--- src/hdl/eecmd_pkg.sv ---
// Purpose: Shared constants and types of the serial command block
// Assumes: One 8-bit opcode per frame, address sent MSB first
// Notes: Register field positions are local choices
package eecmd_pkg;
  localparam logic [7:0] OP_WR_ENABLE = 8'h06;
  localparam logic [7:0] OP_VREG_RD = 8'h85;
  localparam logic [7:0] OP_VREG_WR = 8'h81;
  localparam logic [7:0] OP_STAT_WR = 8'h01;
  localparam logic [7:0] OP_READ = 8'h03;
  localparam logic [7:0] OP_FAST_RD = 8'h0b;
  localparam logic [7:0] OP_DUAL_RD = 8'h3b;
  localparam int ADDR_W = 24;
  localparam logic [ADDR_W-1:0] ADDR_TOP = 24'hffffff;
  localparam logic [ADDR_W-1:0] ADDR_ONE = 24'h000001;
  localparam logic [ADDR_W-1:0] ADDR_ZERO = 24'h000000;
  localparam logic [4:0] BIT_LAST_BYTE = 5'h07;
  localparam logic [4:0] BIT_LAST_ADDR = 5'h17;
  localparam logic [4:0] CNT_ZERO = 5'h00;
  localparam logic [4:0] CNT_ONE = 5'h01;
  localparam logic [1:0] BYTES_NONE = 2'h0;
  localparam logic [1:0] BYTES_ONE = 2'h1;
  localparam logic [1:0] BYTES_TWO = 2'h2;
  localparam logic [1:0] BYTES_MANY = 2'h3;
  // Status byte: write protect disable, top/bottom, protect field, latch
  localparam int SR_WEL_BIT = 1;
  localparam logic [7:0] SR_WR_MASK = 8'hbc;
  localparam logic [7:0] SR_RESET = 8'h00;
  // Configuration byte: id page lock and drive strength field
  localparam logic [7:0] CR_WR_MASK = 8'h83;
  localparam logic [7:0] CR_RESET = 8'h00;
  // Volatile byte: buffer enable and buffer loaded
  localparam int VR_BUFFER_ENABLE_BIT_BIT = 0;
  localparam int VR_BUFFER_LOADED_FLAG_BIT = 1;
  localparam logic [7:0] BYTE_ZERO = 8'h00;
  localparam logic [2:0] TX_CNT_END = 3'h0;
  localparam logic [2:0] TX_STEP_1 = 3'h1;
  localparam logic [2:0] TX_STEP_2 = 3'h2;
  localparam int SYNC_N = 3;
  typedef enum logic [3:0] {
    ST_IDLE, ST_OPCODE, ST_WRITE_ENABLE_CMD_END, ST_ADDR, ST_DUMMY, ST_RD_DATA,
    ST_VR_READ, ST_VR_WDATA, ST_SR_DATA, ST_IGNORE
  } eecmd_state_t;
endpackage

--- src/hdl/eecmd_core.sv ---
// Purpose: Serial command decoder for register and read instructions
// Assumes: Serial clock well below a quarter of CLK_I
// Notes: Array contents arrive on MEM_DATA_I for MEM_ADDR_O
// How it works
// RULE_01: Opcode 85h returns the volatile byte MSB first on falling edges.
// RULE_02: Volatile byte repeats while chip select stays low.
// RULE_03: Volatile read is served even while a write cycle runs.
// RULE_04: Host sends 81h, one data byte, then raises chip select.
// RULE_05: Volatile write changes only the buffer enable bit.
// RULE_06: Volatile write refused unless the write enable latch is set.
// RULE_07: Volatile write runs only if select rises at a byte boundary.
// RULE_08: Volatile register updates at once when select rises.
// RULE_09: Opcode 01h with one byte updates protect bits and latch.
// RULE_10: A second byte also updates drive strength and id lock.
// RULE_11: Status write accepted only with the write enable latch set.
// RULE_12: Status write dropped unless select rises after a whole byte.
// RULE_13: Status write with more than two data bytes is discarded.
// RULE_14: Status write refused while a nonvolatile cycle runs.
// RULE_15: Status and configuration bytes commit by separate strobes.
// RULE_16: Opcode 03h plus 24-bit address, data MSB first on falls.
// RULE_17: Address increments per byte, wraps to zero, until select rises.
// RULE_18: Opcode 0Bh adds eight dummy clocks before data.
// RULE_19: Dummy clocks ignore data input and keep outputs released.
// RULE_20: Opcode 3Bh sends two bits per falling edge after dummies.
// RULE_21: Opcode 06h sets the write enable latch.
// RULE_22: Unknown opcodes are ignored with outputs released to frame end.
`timescale 1ns/1ps
module eecmd_core (
  input wire logic CLK_I,
  input wire logic RESETN_I,
  input wire logic CS_N_I,
  input wire logic SCK_I,
  input wire logic IO0_I,
  output logic IO0_O,
  output logic IO0_OE_O,
  output logic IO1_O,
  output logic IO1_OE_O,
  input wire logic WIP_I,
  input wire logic BUFFER_LOADED_FLAG_I,
  input wire logic [7:0] MEM_DATA_I,
  output logic [eecmd_pkg::ADDR_W-1:0] MEM_ADDR_O,
  output logic WEL_O,
  output logic BUFFER_ENABLE_BIT_O,
  output logic [7:0] STATUS_O,
  output logic [7:0] CONFIG_O,
  output logic STATUS_WR_O,
  output logic CONFIG_WR_O
);
  import eecmd_pkg::*;
  logic [SYNC_N-1:0] lvl;
  logic [SYNC_N-1:0] rise;
  logic [SYNC_N-1:0] fall;
  logic cs_lvl;
  logic cs_fall;
  logic cs_rise;
  logic sck_rise;
  logic sck_fall;
  logic din;

  eecmd_state_t state_r;
  eecmd_state_t state_nxt;

  logic [4:0] bit_cnt_r;
  logic [4:0] bit_cnt_nxt;
  logic [1:0] byte_cnt_r;
  logic [1:0] byte_cnt_nxt;
  logic [7:0] shin_r;
  logic [7:0] shin_nxt;
  logic [7:0] hold_r;
  logic [7:0] hold_nxt;
  logic [ADDR_W-1:0] addr_r;
  logic [ADDR_W-1:0] addr_nxt;
  logic fast_r;
  logic fast_nxt;
  logic dual_r;
  logic dual_nxt;
  logic wel_r;
  logic wel_nxt;
  logic buffer_enable_bit_r;
  logic buffer_enable_bit_nxt;
  logic [7:0] status_r;
  logic [7:0] status_nxt;
  logic [7:0] config_r;
  logic [7:0] config_nxt;
  logic stwr_r;
  logic stwr_nxt;
  logic cfwr_r;
  logic cfwr_nxt;

  logic [7:0] bit_in;
  logic [7:0] vreg;
  logic run;
  logic taken;
  logic drive;
  logic [1:0] bits;
  logic boundary;

  // Opcode to first state after the opcode byte
  function automatic eecmd_state_t decode(input logic [7:0] op);
    if (op == OP_WR_ENABLE) begin
      decode = ST_WRITE_ENABLE_CMD_END;
    end else if (op == OP_VREG_RD) begin
      decode = ST_VR_READ;
    end else if (op == OP_VREG_WR) begin
      decode = ST_VR_WDATA;
    end else if (op == OP_STAT_WR) begin
      decode = ST_SR_DATA;
    end else if ((op == OP_READ) || (op == OP_FAST_RD) ||
                 (op == OP_DUAL_RD)) begin
      decode = ST_ADDR;
    end else begin
      decode = ST_IGNORE; // RULE_22
    end
  endfunction

  eecmd_sync u_sync (
    .clk_i(CLK_I),
    .resetn_i(RESETN_I),
    .pin_i({IO0_I, SCK_I, CS_N_I}),
    .lvl_o(lvl),
    .rise_o(rise),
    .fall_o(fall)
  );
  // Serial edges count only while select is low
  assign cs_lvl = lvl[0];
  assign cs_rise = rise[0];
  assign cs_fall = fall[0];
  assign sck_rise = rise[1] & ~cs_lvl;
  assign sck_fall = fall[1] & ~cs_lvl;
  assign din = lvl[2];

  // Read-only bits read as zero; loaded flag comes from the buffer logic
  always_comb begin
    vreg = BYTE_ZERO;
    vreg[VR_BUFFER_ENABLE_BIT_BIT] = buffer_enable_bit_r;
    vreg[VR_BUFFER_LOADED_FLAG_BIT] = BUFFER_LOADED_FLAG_I;
  end

  // Volatile read ignores the write-in-progress input on purpose
  assign run = ~cs_lvl &&
               ((state_r == ST_RD_DATA) || (state_r == ST_VR_READ)); // RULE_03
  assign boundary = (bit_cnt_r == CNT_ZERO);
  assign bit_in = {shin_r[6:0], din};

  eecmd_tx u_tx (
    .clk_i(CLK_I),
    .resetn_i(RESETN_I),
    .run_i(run),
    .dual_i(dual_r),
    .fall_i(sck_fall),
    .byte_i((state_r == ST_VR_READ) ? vreg : MEM_DATA_I), // RULE_02
    .taken_o(taken),
    .drive_o(drive),
    .bits_o(bits)
  );

  always_comb begin
    state_nxt = state_r;
    bit_cnt_nxt = bit_cnt_r;
    byte_cnt_nxt = byte_cnt_r;
    shin_nxt = shin_r;
    hold_nxt = hold_r;
    addr_nxt = addr_r;
    fast_nxt = fast_r;
    dual_nxt = dual_r;
    wel_nxt = wel_r;
    buffer_enable_bit_nxt = buffer_enable_bit_r;
    status_nxt = status_r;
    config_nxt = config_r;
    stwr_nxt = 1'b0;
    cfwr_nxt = 1'b0;
    // Writes commit on the select rise, where alignment is known
    if (cs_rise) begin
      state_nxt = ST_IDLE;
      if ((state_r == ST_WRITE_ENABLE_CMD_END) && boundary) begin
        wel_nxt = 1'b1; // RULE_21
      end
      if ((state_r == ST_VR_WDATA) && boundary && wel_r &&
          (byte_cnt_r == BYTES_ONE)) begin // RULE_04
        buffer_enable_bit_nxt = shin_r[VR_BUFFER_ENABLE_BIT_BIT]; // RULE_05 RULE_06 RULE_07 RULE_08
      end
      if ((state_r == ST_SR_DATA) && boundary && wel_r && !WIP_I &&
          ((byte_cnt_r == BYTES_ONE) || (byte_cnt_r == BYTES_TWO))) begin
        // RULE_11 RULE_12 RULE_13 RULE_14
        status_nxt = (status_r & ~SR_WR_MASK) |
                     (hold_r & SR_WR_MASK); // RULE_09
        wel_nxt = hold_r[SR_WEL_BIT];
        stwr_nxt = 1'b1; // RULE_15
        if (byte_cnt_r == BYTES_TWO) begin
          config_nxt = (config_r & ~CR_WR_MASK) |
                       (shin_r & CR_WR_MASK); // RULE_10
          cfwr_nxt = 1'b1; // RULE_15
        end
      end
    end else if (cs_fall) begin
      state_nxt = ST_OPCODE;
      bit_cnt_nxt = CNT_ZERO;
      byte_cnt_nxt = BYTES_NONE;
    end else if (sck_rise) begin
      bit_cnt_nxt = bit_cnt_r + CNT_ONE;
      case (state_r)
        ST_OPCODE: begin
          shin_nxt = bit_in;
          if (bit_cnt_r == BIT_LAST_BYTE) begin
            bit_cnt_nxt = CNT_ZERO;
            state_nxt = decode(bit_in); // RULE_01
            fast_nxt = (bit_in != OP_READ); // RULE_18
            dual_nxt = (bit_in == OP_DUAL_RD);
          end
        end
        ST_WRITE_ENABLE_CMD_END: begin
          state_nxt = ST_IGNORE;
        end
        ST_ADDR: begin
          addr_nxt = {addr_r[ADDR_W-2:0], din}; // RULE_16
          if (bit_cnt_r == BIT_LAST_ADDR) begin
            bit_cnt_nxt = CNT_ZERO;
            state_nxt = fast_r ? ST_DUMMY : ST_RD_DATA;
          end
        end
        ST_DUMMY: begin
          // Data input not looked at and outputs stay released
          if (bit_cnt_r == BIT_LAST_BYTE) begin // RULE_19
            bit_cnt_nxt = CNT_ZERO;
            state_nxt = ST_RD_DATA; // RULE_18 RULE_20
          end
        end
        ST_VR_WDATA, ST_SR_DATA: begin
          shin_nxt = bit_in;
          if (bit_cnt_r == BIT_LAST_BYTE) begin
            bit_cnt_nxt = CNT_ZERO;
            if (byte_cnt_r == BYTES_NONE) begin
              hold_nxt = bit_in;
            end
            // Count saturates so a fifth or later byte still refuses the write
            if (byte_cnt_r != BYTES_MANY) begin
              byte_cnt_nxt = byte_cnt_r + BYTES_ONE; // RULE_13
            end
          end
        end
        default: begin
          bit_cnt_nxt = bit_cnt_r;
        end
      endcase
    end
    if (taken && (state_r == ST_RD_DATA) && !cs_rise) begin
      // Next byte is fetched while the current one is shifted out
      addr_nxt = (addr_r == ADDR_TOP) ? ADDR_ZERO :
                 addr_r + ADDR_ONE; // RULE_17
    end
  end

  always_ff @(posedge CLK_I or negedge RESETN_I) begin
    if (!RESETN_I) begin
      state_r <= ST_IDLE;
      bit_cnt_r <= CNT_ZERO;
      byte_cnt_r <= BYTES_NONE;
      shin_r <= BYTE_ZERO;
      hold_r <= BYTE_ZERO;
      addr_r <= ADDR_ZERO;
      fast_r <= 1'b0;
      dual_r <= 1'b0;
      wel_r <= 1'b0;
      buffer_enable_bit_r <= 1'b0;
      status_r <= SR_RESET;
      config_r <= CR_RESET;
      stwr_r <= 1'b0;
      cfwr_r <= 1'b0;
    end else begin
      state_r <= state_nxt;
      bit_cnt_r <= bit_cnt_nxt;
      byte_cnt_r <= byte_cnt_nxt;
      shin_r <= shin_nxt;
      hold_r <= hold_nxt;
      addr_r <= addr_nxt;
      fast_r <= fast_nxt;
      dual_r <= dual_nxt;
      wel_r <= wel_nxt;
      buffer_enable_bit_r <= buffer_enable_bit_nxt;
      status_r <= status_nxt;
      config_r <= config_nxt;
      stwr_r <= stwr_nxt;
      cfwr_r <= cfwr_nxt;
    end
  end

  // Dual mode puts the higher bit of each pair on line one
  assign IO1_O = bits[1]; // RULE_20
  assign IO1_OE_O = drive & run; // RULE_22
  assign IO0_O = bits[0];
  assign IO0_OE_O = drive & run & dual_r;
  assign MEM_ADDR_O = addr_r;
  assign WEL_O = wel_r;
  assign BUFFER_ENABLE_BIT_O = buffer_enable_bit_r;
  always_comb begin
    STATUS_O = status_r;
    STATUS_O[SR_WEL_BIT] = wel_r;
  end
  assign CONFIG_O = config_r;
  assign STATUS_WR_O = stwr_r;
  assign CONFIG_WR_O = cfwr_r;
endmodule

--- src/hdl/eecmd_sync.sv ---
// Purpose: Two-stage synchronisers and edge detection for the pins
// Assumes: Pins are asynchronous to CLK_I
// Notes: Edges come from stages two and three only
`timescale 1ns/1ps
module eecmd_sync (
  input wire logic clk_i,
  input wire logic resetn_i,
  input wire logic [eecmd_pkg::SYNC_N-1:0] pin_i,
  output logic [eecmd_pkg::SYNC_N-1:0] lvl_o,
  output logic [eecmd_pkg::SYNC_N-1:0] rise_o,
  output logic [eecmd_pkg::SYNC_N-1:0] fall_o
);
  import eecmd_pkg::*;
  genvar g;
  generate
    for (g = 0; g < SYNC_N; g++) begin : g_bit
      logic s1_r;
      logic s2_r;
      logic s3_r;
      logic s1_nxt;
      logic s2_nxt;
      logic s3_nxt;
      always_comb begin
        s1_nxt = pin_i[g];
        s2_nxt = s1_r;
        s3_nxt = s2_r;
      end
      // Reset high so that an idle chip select shows no false edge
      always_ff @(posedge clk_i or negedge resetn_i) begin
        if (!resetn_i) begin
          s1_r <= 1'b1;
          s2_r <= 1'b1;
          s3_r <= 1'b1;
        end else begin
          s1_r <= s1_nxt;
          s2_r <= s2_nxt;
          s3_r <= s3_nxt;
        end
      end
      assign lvl_o[g] = s2_r;
      assign rise_o[g] = s2_r & ~s3_r;
      assign fall_o[g] = ~s2_r & s3_r;
    end
  endgenerate
endmodule

--- src/hdl/eecmd_tx.sv ---
// Purpose: Output serialiser, one or two bits per falling serial edge
// Assumes: byte_i is stable for a few clocks before each byte start
// Notes: Drives nothing while run_i is low
`timescale 1ns/1ps
module eecmd_tx (
  input wire logic clk_i,
  input wire logic resetn_i,
  input wire logic run_i,
  input wire logic dual_i,
  input wire logic fall_i,
  input wire logic [7:0] byte_i,
  output logic taken_o,
  output logic drive_o,
  output logic [1:0] bits_o
);
  import eecmd_pkg::*;
  logic [7:0] sh_r;
  logic [7:0] sh_nxt;
  logic [2:0] cnt_r;
  logic [2:0] cnt_nxt;
  logic [1:0] out_r;
  logic [1:0] out_nxt;
  logic drv_r;
  logic drv_nxt;
  logic [7:0] src;
  logic [2:0] step;
  always_comb begin
    sh_nxt = sh_r;
    cnt_nxt = cnt_r;
    out_nxt = out_r;
    drv_nxt = drv_r;
    taken_o = 1'b0;
    step = dual_i ? TX_STEP_2 : TX_STEP_1;
    src = (cnt_r == TX_CNT_END) ? byte_i : sh_r;
    if (!run_i) begin
      cnt_nxt = TX_CNT_END;
      drv_nxt = 1'b0;
    end else if (fall_i) begin
      // Byte taken at its first falling edge so next data can settle
      taken_o = (cnt_r == TX_CNT_END);
      drv_nxt = 1'b1;
      out_nxt = dual_i ? src[7:6] : {src[7], src[7]}; // RULE_20
      sh_nxt = dual_i ? {src[5:0], 2'b00} : {src[6:0], 1'b0};
      cnt_nxt = cnt_r + step;
    end
  end
  always_ff @(posedge clk_i or negedge resetn_i) begin
    if (!resetn_i) begin
      sh_r <= BYTE_ZERO;
      cnt_r <= TX_CNT_END;
      out_r <= 2'b00;
      drv_r <= 1'b0;
    end else begin
      sh_r <= sh_nxt;
      cnt_r <= cnt_nxt;
      out_r <= out_nxt;
      drv_r <= drv_nxt;
    end
  end
  assign drive_o = drv_r;
  assign bits_o = out_r;
endmodule

--- config.mk ---
export PLATFORM = sky130hd
export DESIGN_NAME = eecmd_core
export DESIGN_NICKNAME = d
export VERILOG_FILES = /design/src/hdl/eecmd_pkg.sv /design/src/hdl/eecmd_core.sv /design/src/hdl/eecmd_sync.sv /design/src/hdl/eecmd_tx.sv
export SDC_FILE = /design/constraint.sdc
export NUM_CORES = 1
export LEC_CHECK = 0
export ABC_AREA = 1
export BUFFER_PORTS_ARGS = -buffer_cell sky130_fd_sc_hd__buf_4
export CORE_ASPECT_RATIO = 0.8
export CORE_MARGIN = 4
export CORE_UTILIZATION = 57
export CTS_BUF_LIST = sky130_fd_sc_hd__clkbuf_2
export CTS_CLUSTER_SIZE = 40
export DETAILED_ROUTE_END_ITERATION = 10
export GPL_TIMING_DRIVEN = 1
export PLACE_DENSITY_LB_ADDON = 0.05
export RECOVER_POWER = 50
export SLEW_MARGIN = 20
export SYNTH_ARGS = -nofsm -noshare
export SYNTH_HDL_FRONTEND = slang
export SYNTH_SLANG_ARGS = --single-unit
--- constraint.sdc ---
create_clock -name CLK_I -period 5.8 [get_ports CLK_I]
set_input_delay 0.29 -clock CLK_I [delete_from_list [all_inputs] [get_ports CLK_I]]
set_output_delay 0.29 -clock CLK_I [all_outputs]
set_load 0.01 [all_outputs]
==> impl_metrics.tcl, run 1 <==
set metrics [dict create \
    cellLeakagePower_uw 0.00274 \
    ys.flop_type "dfrtp_1" \
    avgRoutedWirePerCell_um 13.7 \
    cts-root-buf "clkbuf_2" \
    yosysTopAreaCell "dfrtp_1" \
    core_area_um2 8520 \
    total_power_uw 1510 \
    wl_met3_mm 1.08 \
    finalHoldViolations 0 \
    grt_pass1_vias 4007 \
    rows 30 \
    drt.antenna.violating_nets 0 \
    synthTopCellsByArea "dfrtp_1 38%, nand2_1 14%, nor2_1 11%" \
    cts_tree "done" \
    io_pins 63 \
    power.density_nw_per_um2 272 \
    die_y_um 91.8 \
    synth_seq_cells 84 \
    area_growth_pct 10.8 \
    wl_met2_mm 4.77 \
    tns_ps 0 \
    fmax_mhz 364 \
    cp.depth 10 \
    overflow 0 \
    slew_headroom 0.354 \
    grt_max_degree 85 \
    initial_core_util 0.587 \
    ys_types 33 \
    first_pass_iters 5 \
    crit_family "simple AND/OR/NAND/NOR gates" \
    clock_latency_ps 520 \
    routed-via-count 4688 \
    numPortBuffers 55 \
    synth_edf_count 0 \
    crit_top_cell "nor2_1" \
    stdcell_count 881 \
    routed_wirelength_mm 12.1 \
    critPathSlowestCell "nand4_1" \
    antenna_found_initial 0 \
    grt_pass1_wl_mm 19.8 \
    yosys.area.top_type_share 0.380 \
    holdPathStages 5 \
    wl_met1_mm 6.17 \
    tightest_slew_ps 966 \
    drt_iter0_drc 615 \
    ff2ff_path_depth 10 \
    worstSetupStartpointType "register" \
    cts_buffer_depth 2 \
    skew_ps 23.0 \
    h-tree-depth 3 \
    fin_crit_sh 0.474 \
    drive_gt1_frac 0.100 \
    worstPathRequired_ps 6220 \
    yosysSeqAreaShare 0.422 \
    hold_path.class "in -> reg" \
    place.gp.congestion 0.965 \
    synth_cells 711 \
    path_buf_inv 0 \
    dpl.cell_count 861 \
    timing.final.max_slew_violations 0 \
    synth_area_per_cell_um2 7.03 \
    cts_resized 0 \
    cts_buffers 9 \
    end_kind "register" \
    path_cells "ha_1, nand2_1, nor2_2, nand2_1, nor2_1, nand4_1, nand2_2, nor2_1, nor2_1, nor2_1" \
    n_antenna_cell 0 \
    place_hpwl_mm 8.78 \
    grt_use_total 0.235 \
    clk_pin_slew_ps 220 \
    status "finished clean" \
    finalCriticalPeriod_ps 2750 \
    critPathMaxStageDelay_ps 760 \
    ys_warn_count 0 \
    clock_sinks 84 \
    ir_drop_mv 0.136 \
    layout.nets 790 \
    dieArea_um2 10300 \
    die_w_um 113 \
    setup_viol 0 \
    async_reset_ff_frac 1.00 \
    syn_area_um2 5000 \
    rsz0062_at_grt "false" \
    cp.arrival_ps 3160 \
    path_class "reg -> reg" \
    drc 0 \
    top_layer "met4" \
    drv_cap 0 \
    via_per_inst 5.32 \
    worst-path-max-fanout 20 \
]
==> tightest hold or removal path, cell delays in order <==
cell     delay, ps
buf_4           80
nand3_1         70
nand2_1         80
nand2_1         50
nand3_1         70
==> state kept, by name, indices dropped and copies added (netlist names), 2 cells and up <==
signal and count:
u_sync.g_bit.s3_r 2, bit_cnt_r 5, status_r 5, u_tx.sh_r 7, u_sync.g_bit.s1_r 3, u_tx.bits_o 2, u_sync.g_bit.s2_r 3, hold_r 6
state_r 4, shin_r 8, CONFIG_O 3, u_tx.cnt_r 3, byte_cnt_r 2, MEM_ADDR_O 24
==> cell families (layout without fill, tap and decap cells) <==
group / after synthesis / count (layout) / share of synthesized area
AO/OA/AOI/OAI: 70 / 70 / 0.0753
adder cells (fa/ha/maj): 11 / 11 / 0.0290
buffers and inverters: 103 / 155 / 0.0936
AND/OR/NAND/NOR: 429 / 429 / 0.356
flip-flops: 84 / 84 / 0.422
XOR/XNOR: 13 / 13 / 0.0228
other: 1 / 7 / 0.000750
==> cell usage in the layout (no fill, tap or decap), types with 5 or more instances in the layout <==
| cell type | Yosys | routed |
|---|---|---|
| a21oi_1 | 24 | 24 |
| buf_4 | 8 | 39 |
| clkbuf_1 | 5 | 12 |
| clkbuf_2 | 0 | 11 |
| conb_1 | 1 | 7 |
| dfrtp_1 | 76 | 76 |
| dfstp_2 | 8 | 6 |
| ha_1 | 10 | 10 |
| inv_1 | 76 | 76 |
| nand2_1 | 185 | 185 |
| nand3_1 | 62 | 62 |
| nand4_1 | 10 | 10 |
| nor2_1 | 151 | 151 |
| nor3_1 | 5 | 5 |
| o21ai_0 | 36 | 36 |
| xor2_1 | 13 | 13 |
==> layout make-up <==
class,instances,area (µm²)
Inverter,80,302
Tap cell,112,140
Clock buffer,11,55.1
Multi-Input combinational cell,530,2440
Clock inverter,5,76.3
Sequential cell,84,2110
Timing Repair Buffer,59,412
Fill cell,794,2980
==> path summary, 6_finish.rpt <==
kind                       slack (ps)                    to                  from
max                              3050        MEM_ADDR_O[20]         MEM_ADDR_O[1]
min                               140          u_tx.sh_r[3]         MEM_DATA_I[2]
max reg2reg                      3050        MEM_ADDR_O[20]         MEM_ADDR_O[1]
min reg2reg                       370  u_sync.g_bit[2].s2_r  u_sync.g_bit[2].s1_r
max in group asynchronous        4950          bit_cnt_r[0]              RESETN_I
min in group asynchronous         330           STATUS_WR_O              RESETN_I
==> per-layer routing <==
layer | GRT usage | up-vias
li1 | - | 2335
met1 | 0.387 | 2175
met2 | 0.310 | 168
met3 | 0.0515 | 10
met4 | 0.0511 | 0
met5 | 0 | -
==> stage by stage <==
step | setup WS [ps] | hold slack (ps) | util | area (µm²)
floorplan | 3880 | -5.59 | - | 5020
global placement | 3290 | 346 | 0.635 | 5410
detailed placement | 3200 | 347 | 0.635 | 5410
CTS | 3120 | 90.8 | 0.655 | 5580
global route | 2740 | 107 | 0.650 | 5540
finish | 3050 | 138 | 0.650 | 5540
==> synthesized netlist by cell type, types with 2 or more instances <==
| master | n |
|---|---|
| nor2_1 | 151 |
| buf_6 | 6 |
| a21oi_1 | 24 |
| o211ai_1 | 2 |
| dfstp_2 | 8 |
| o21bai_1 | 3 |
| a21boi_0 | 2 |
| buf_4 | 8 |
| nand4_1 | 10 |
| ha_1 | 10 |
| a22o_1 | 2 |
| nand2_2 | 4 |
| xor2_1 | 13 |
| inv_2 | 2 |
| buf_2 | 4 |
| nand3_1 | 62 |
| inv_1 | 76 |
| nor3_1 | 5 |
| nand2_1 | 185 |
| nand3b_1 | 4 |
| dfrtp_1 | 76 |
| o21ai_0 | 36 |
| clkbuf_1 | 5 |
| nor2_2 | 4 |
==> report_power, final <==
group / total (µW) / leakage [µW] / switching, µW / internal, µW
logic: 403 / 0.00158 / 241 / 162
registers: 763 / 0.00108 / 102 / 661
clock network: 341 / 0.0000796 / 197 / 144
==> repair_timing <==
item	4_1_cts	5_1_grt
setup buffers	0	0
hold buffers	4	0
endpoints found under the hold margin	79	0
(Power assumes the default switching activity.)
==> inputs of run 2 (changes only) <==
--- a/config.mk
+++ b/config.mk
@@ -5,11 +5,11 @@
 export SDC_FILE = /design/constraint.sdc
 export NUM_CORES = 1
 export LEC_CHECK = 0
-export ABC_AREA = 1
+export ABC_AREA = 0
 export BUFFER_PORTS_ARGS = -buffer_cell sky130_fd_sc_hd__buf_4
 export CORE_ASPECT_RATIO = 0.8
 export CORE_MARGIN = 4
-export CORE_UTILIZATION = 57
+export CORE_UTILIZATION = 54
 export CTS_BUF_LIST = sky130_fd_sc_hd__clkbuf_2
 export CTS_CLUSTER_SIZE = 40
 export DETAILED_ROUTE_END_ITERATION = 10
==> constraint.sdc (replaced) <==
create_clock -name CLK_I -period 2.3 [get_ports CLK_I]
set_input_delay 0.115 -clock CLK_I [delete_from_list [all_inputs] [get_ports CLK_I]]
set_output_delay 0.115 -clock CLK_I [all_outputs]
set_load 0.01 [all_outputs]
==> run 2 against run 1 <==
Net effect:
- largest cell class unchanged
- non-clock buffer count rose by 33
- highest routed layer unchanged
- cell area fell by 1.8%
- worst setup slack got worse by 2900 ps
- critical path depth fell by 5
==> impl_metrics.tcl, run 2 <==
set metrics [dict create \
    status "finished clean" \
    syn_area_um2 4640 \
    rsz0062_at_grt "true" \
    place_hpwl_mm 8.08 \
    ff2ff_path_depth 5 \
    whs_ps 61.6 \
    cts_tree "done" \
    yosysMostFrequentCell "dfrtp_1" \
    worst-path-max-fanout 7 \
    drv_cap 0 \
    setup_viol 0 \
    largest_register_ffs 24 \
    final_cell_mix "75 x dfrtp_1, 69 x buf_4, 45 x nand2_1, 41 x o21ai_0, 30 x a21oi_1" \
    die_y_um 90.9 \
    path_class "reg -> reg" \
    n_antenna_cell 0 \
    cts_buffers 9 \
    synth_edf_count 0 \
    synthTopCellsByArea "dfrtp_1 41%, mux2_2 6.5%, dfstp_2 4.5%" \
    die_w_um 112 \
    grt_use_total 0.226 \
    h-tree-depth 3 \
    yosys.area.top_type_share 0.410 \
    worstSetupStartpointType "register" \
    place.gp.congestion 0.951 \
    slew_headroom 0.276 \
    clk_pin_slew_ps 220 \
    power.density_nw_per_um2 605 \
    skew_ps 22.6 \
    finalCriticalPeriod_ps 2170 \
    worstPathRequired_ps 2720 \
    core_area_um2 8160 \
    ys_warn_count 0 \
    drc 0 \
    rows 29 \
    async_reset_ff_frac 1.00 \
    cp.arrival_ps 2600 \
    timing.final.max_slew_violations 0 \
    tightest_slew_ps 1090 \
    first_pass_iters 5 \
    ys_types 70 \
    synth_cells 476 \
    endpoint "MEM_ADDR_O[23]" \
    avgRoutedWirePerCell_um 16.8 \
    drive_gt1_frac 0.250 \
    cts-root-buf "clkbuf_2" \
    yosysTopAreaCell "dfrtp_1" \
    via_per_inst 5.90 \
    timing.rr.start "MEM_ADDR_O[5]" \
    cts_buffer_depth 2 \
    grt_pass1_vias 3791 \
    numPortBuffers 55 \
    clock_latency_ps 530 \
    fin_crit_sh 0.945 \
    yosysSeqAreaShare 0.455 \
    finalHoldViolations 0 \
    layout.nets 581 \
    dieArea_um2 10200 \
    synth_seq_cells 84 \
    grt_pass1_wl_mm 18.8 \
    io_pins 63 \
    setup_ws_ps 126 \
    routed_wirelength_mm 11.3 \
    tns_ps 0 \
    grt_max_degree 45 \
    pre_cts_ws_ps 73.7 \
    ir_drop_mv 0.536 \
    clock_sinks 84 \
    drt_iter0_drc 273 \
    fmax_mhz 460 \
    r2r-end "MEM_ADDR_O[23]" \
    hold_path.class "in -> reg" \
    mostFrequentLayoutCell "dfrtp_1" \
    cellLeakagePower_uw 0.00241 \
    area_growth_pct 17.2 \
    worst-r2r-setup-slack_ps 130 \
    synth_area_per_cell_um2 9.75 \
    synth_commonest_cells "76 x dfrtp_1, 45 x nand2_1, 41 x o21ai_0" \
    routed-via-count 3939 \
    ys.flop_type "dfrtp_1" \
    overflow 0 \
    initial_core_util 0.569 \
    cp-startpoint "MEM_ADDR_O[5]" \
    drt.antenna.violating_nets 0 \
    end_kind "register" \
    antenna_found_initial 0 \
]
==> run 2: cells by family (layout without fill, tap and decap cells) <==
kind of cell    Yosys count  after routing  share of synthesized area
buf+inv                  47            125                     0.0490
compound gates          125            125                      0.168
other cells               1              7                   0.000808
flops                    84             84                      0.455
mux                      36             36                     0.0857
simple gates            164            164                      0.195
fa+ha+maj                11             11                     0.0313
xor+xnor                  8              8                     0.0151
==> run 2: routing by layer <==
metal  GRT usage  vias up  wire (µm)
met5           0        -          0
met3      0.0532       13        767
met1       0.329     1895       5370
li1            -     1891          -
met4      0.0608        0        119
met2       0.340      140       4990
==> run 2: area by class of cell <==
cell class	count	area (µm²)
fillers	670	2720
multi-input cells	351	2340
flip-flops and latches	84	2110
repair buffers	92	656
well taps	108	135
clock inverters	6	80.1
inverters	17	63.8
clock buffers	10	50.0
==> run 2: worst min path at each step <==
stage	startpoint	to	depth (start not counted)
after floorplan	RESETN_I	BUFFER_ENABLE_BIT_O	0
final	WIP_I	STATUS_WR_O	4
after detailed placement	RESETN_I	dual_r	1
after global routing	WIP_I	STATUS_WR_O	4
after CTS	WIP_I	STATUS_WR_O	4
after global placement	RESETN_I	dual_r	1
==> run 2: power breakdown <==
group,internal (µW),leakage (µW),total (µW),switching [µW]
logic,333,0.00125,760,427
registers,1580,0.00108,1680,108
clock network,355,0.0000770,851,496
total,2260,0.00241,3290,1030
==> run 2: timing repair <==
| item | in CTS | in global routing |
|---|---|---|
| hold buffers | 6 | 0 |
| hold endpoints to repair | 87 | 0 |
| setup endpoints to repair | 0 | 11 |
| setup buffers | 0 | 1 |
| gates resized for setup | 0 | 4 |
==> run 2: per-stage QoR <==
step	instance area (µm²)	cells	utilization	total power (µW)
after global placement	5290	645	0.648	2430
after floorplan	4670	482	-	2200
final	5440	668	0.666	3290
after global routing	5440	668	0.666	3470
after detailed placement	5290	645	0.648	2450
after CTS	5480	667	0.671	3320
==> run 2: worst max-delay path, cell delays in order, from the launching register on <==
cell and delay, ps:
dfrtp_1 530, nand4_2 220, or4_1 640, or4_1 430
a21oi_1 180, o21ai_1 80
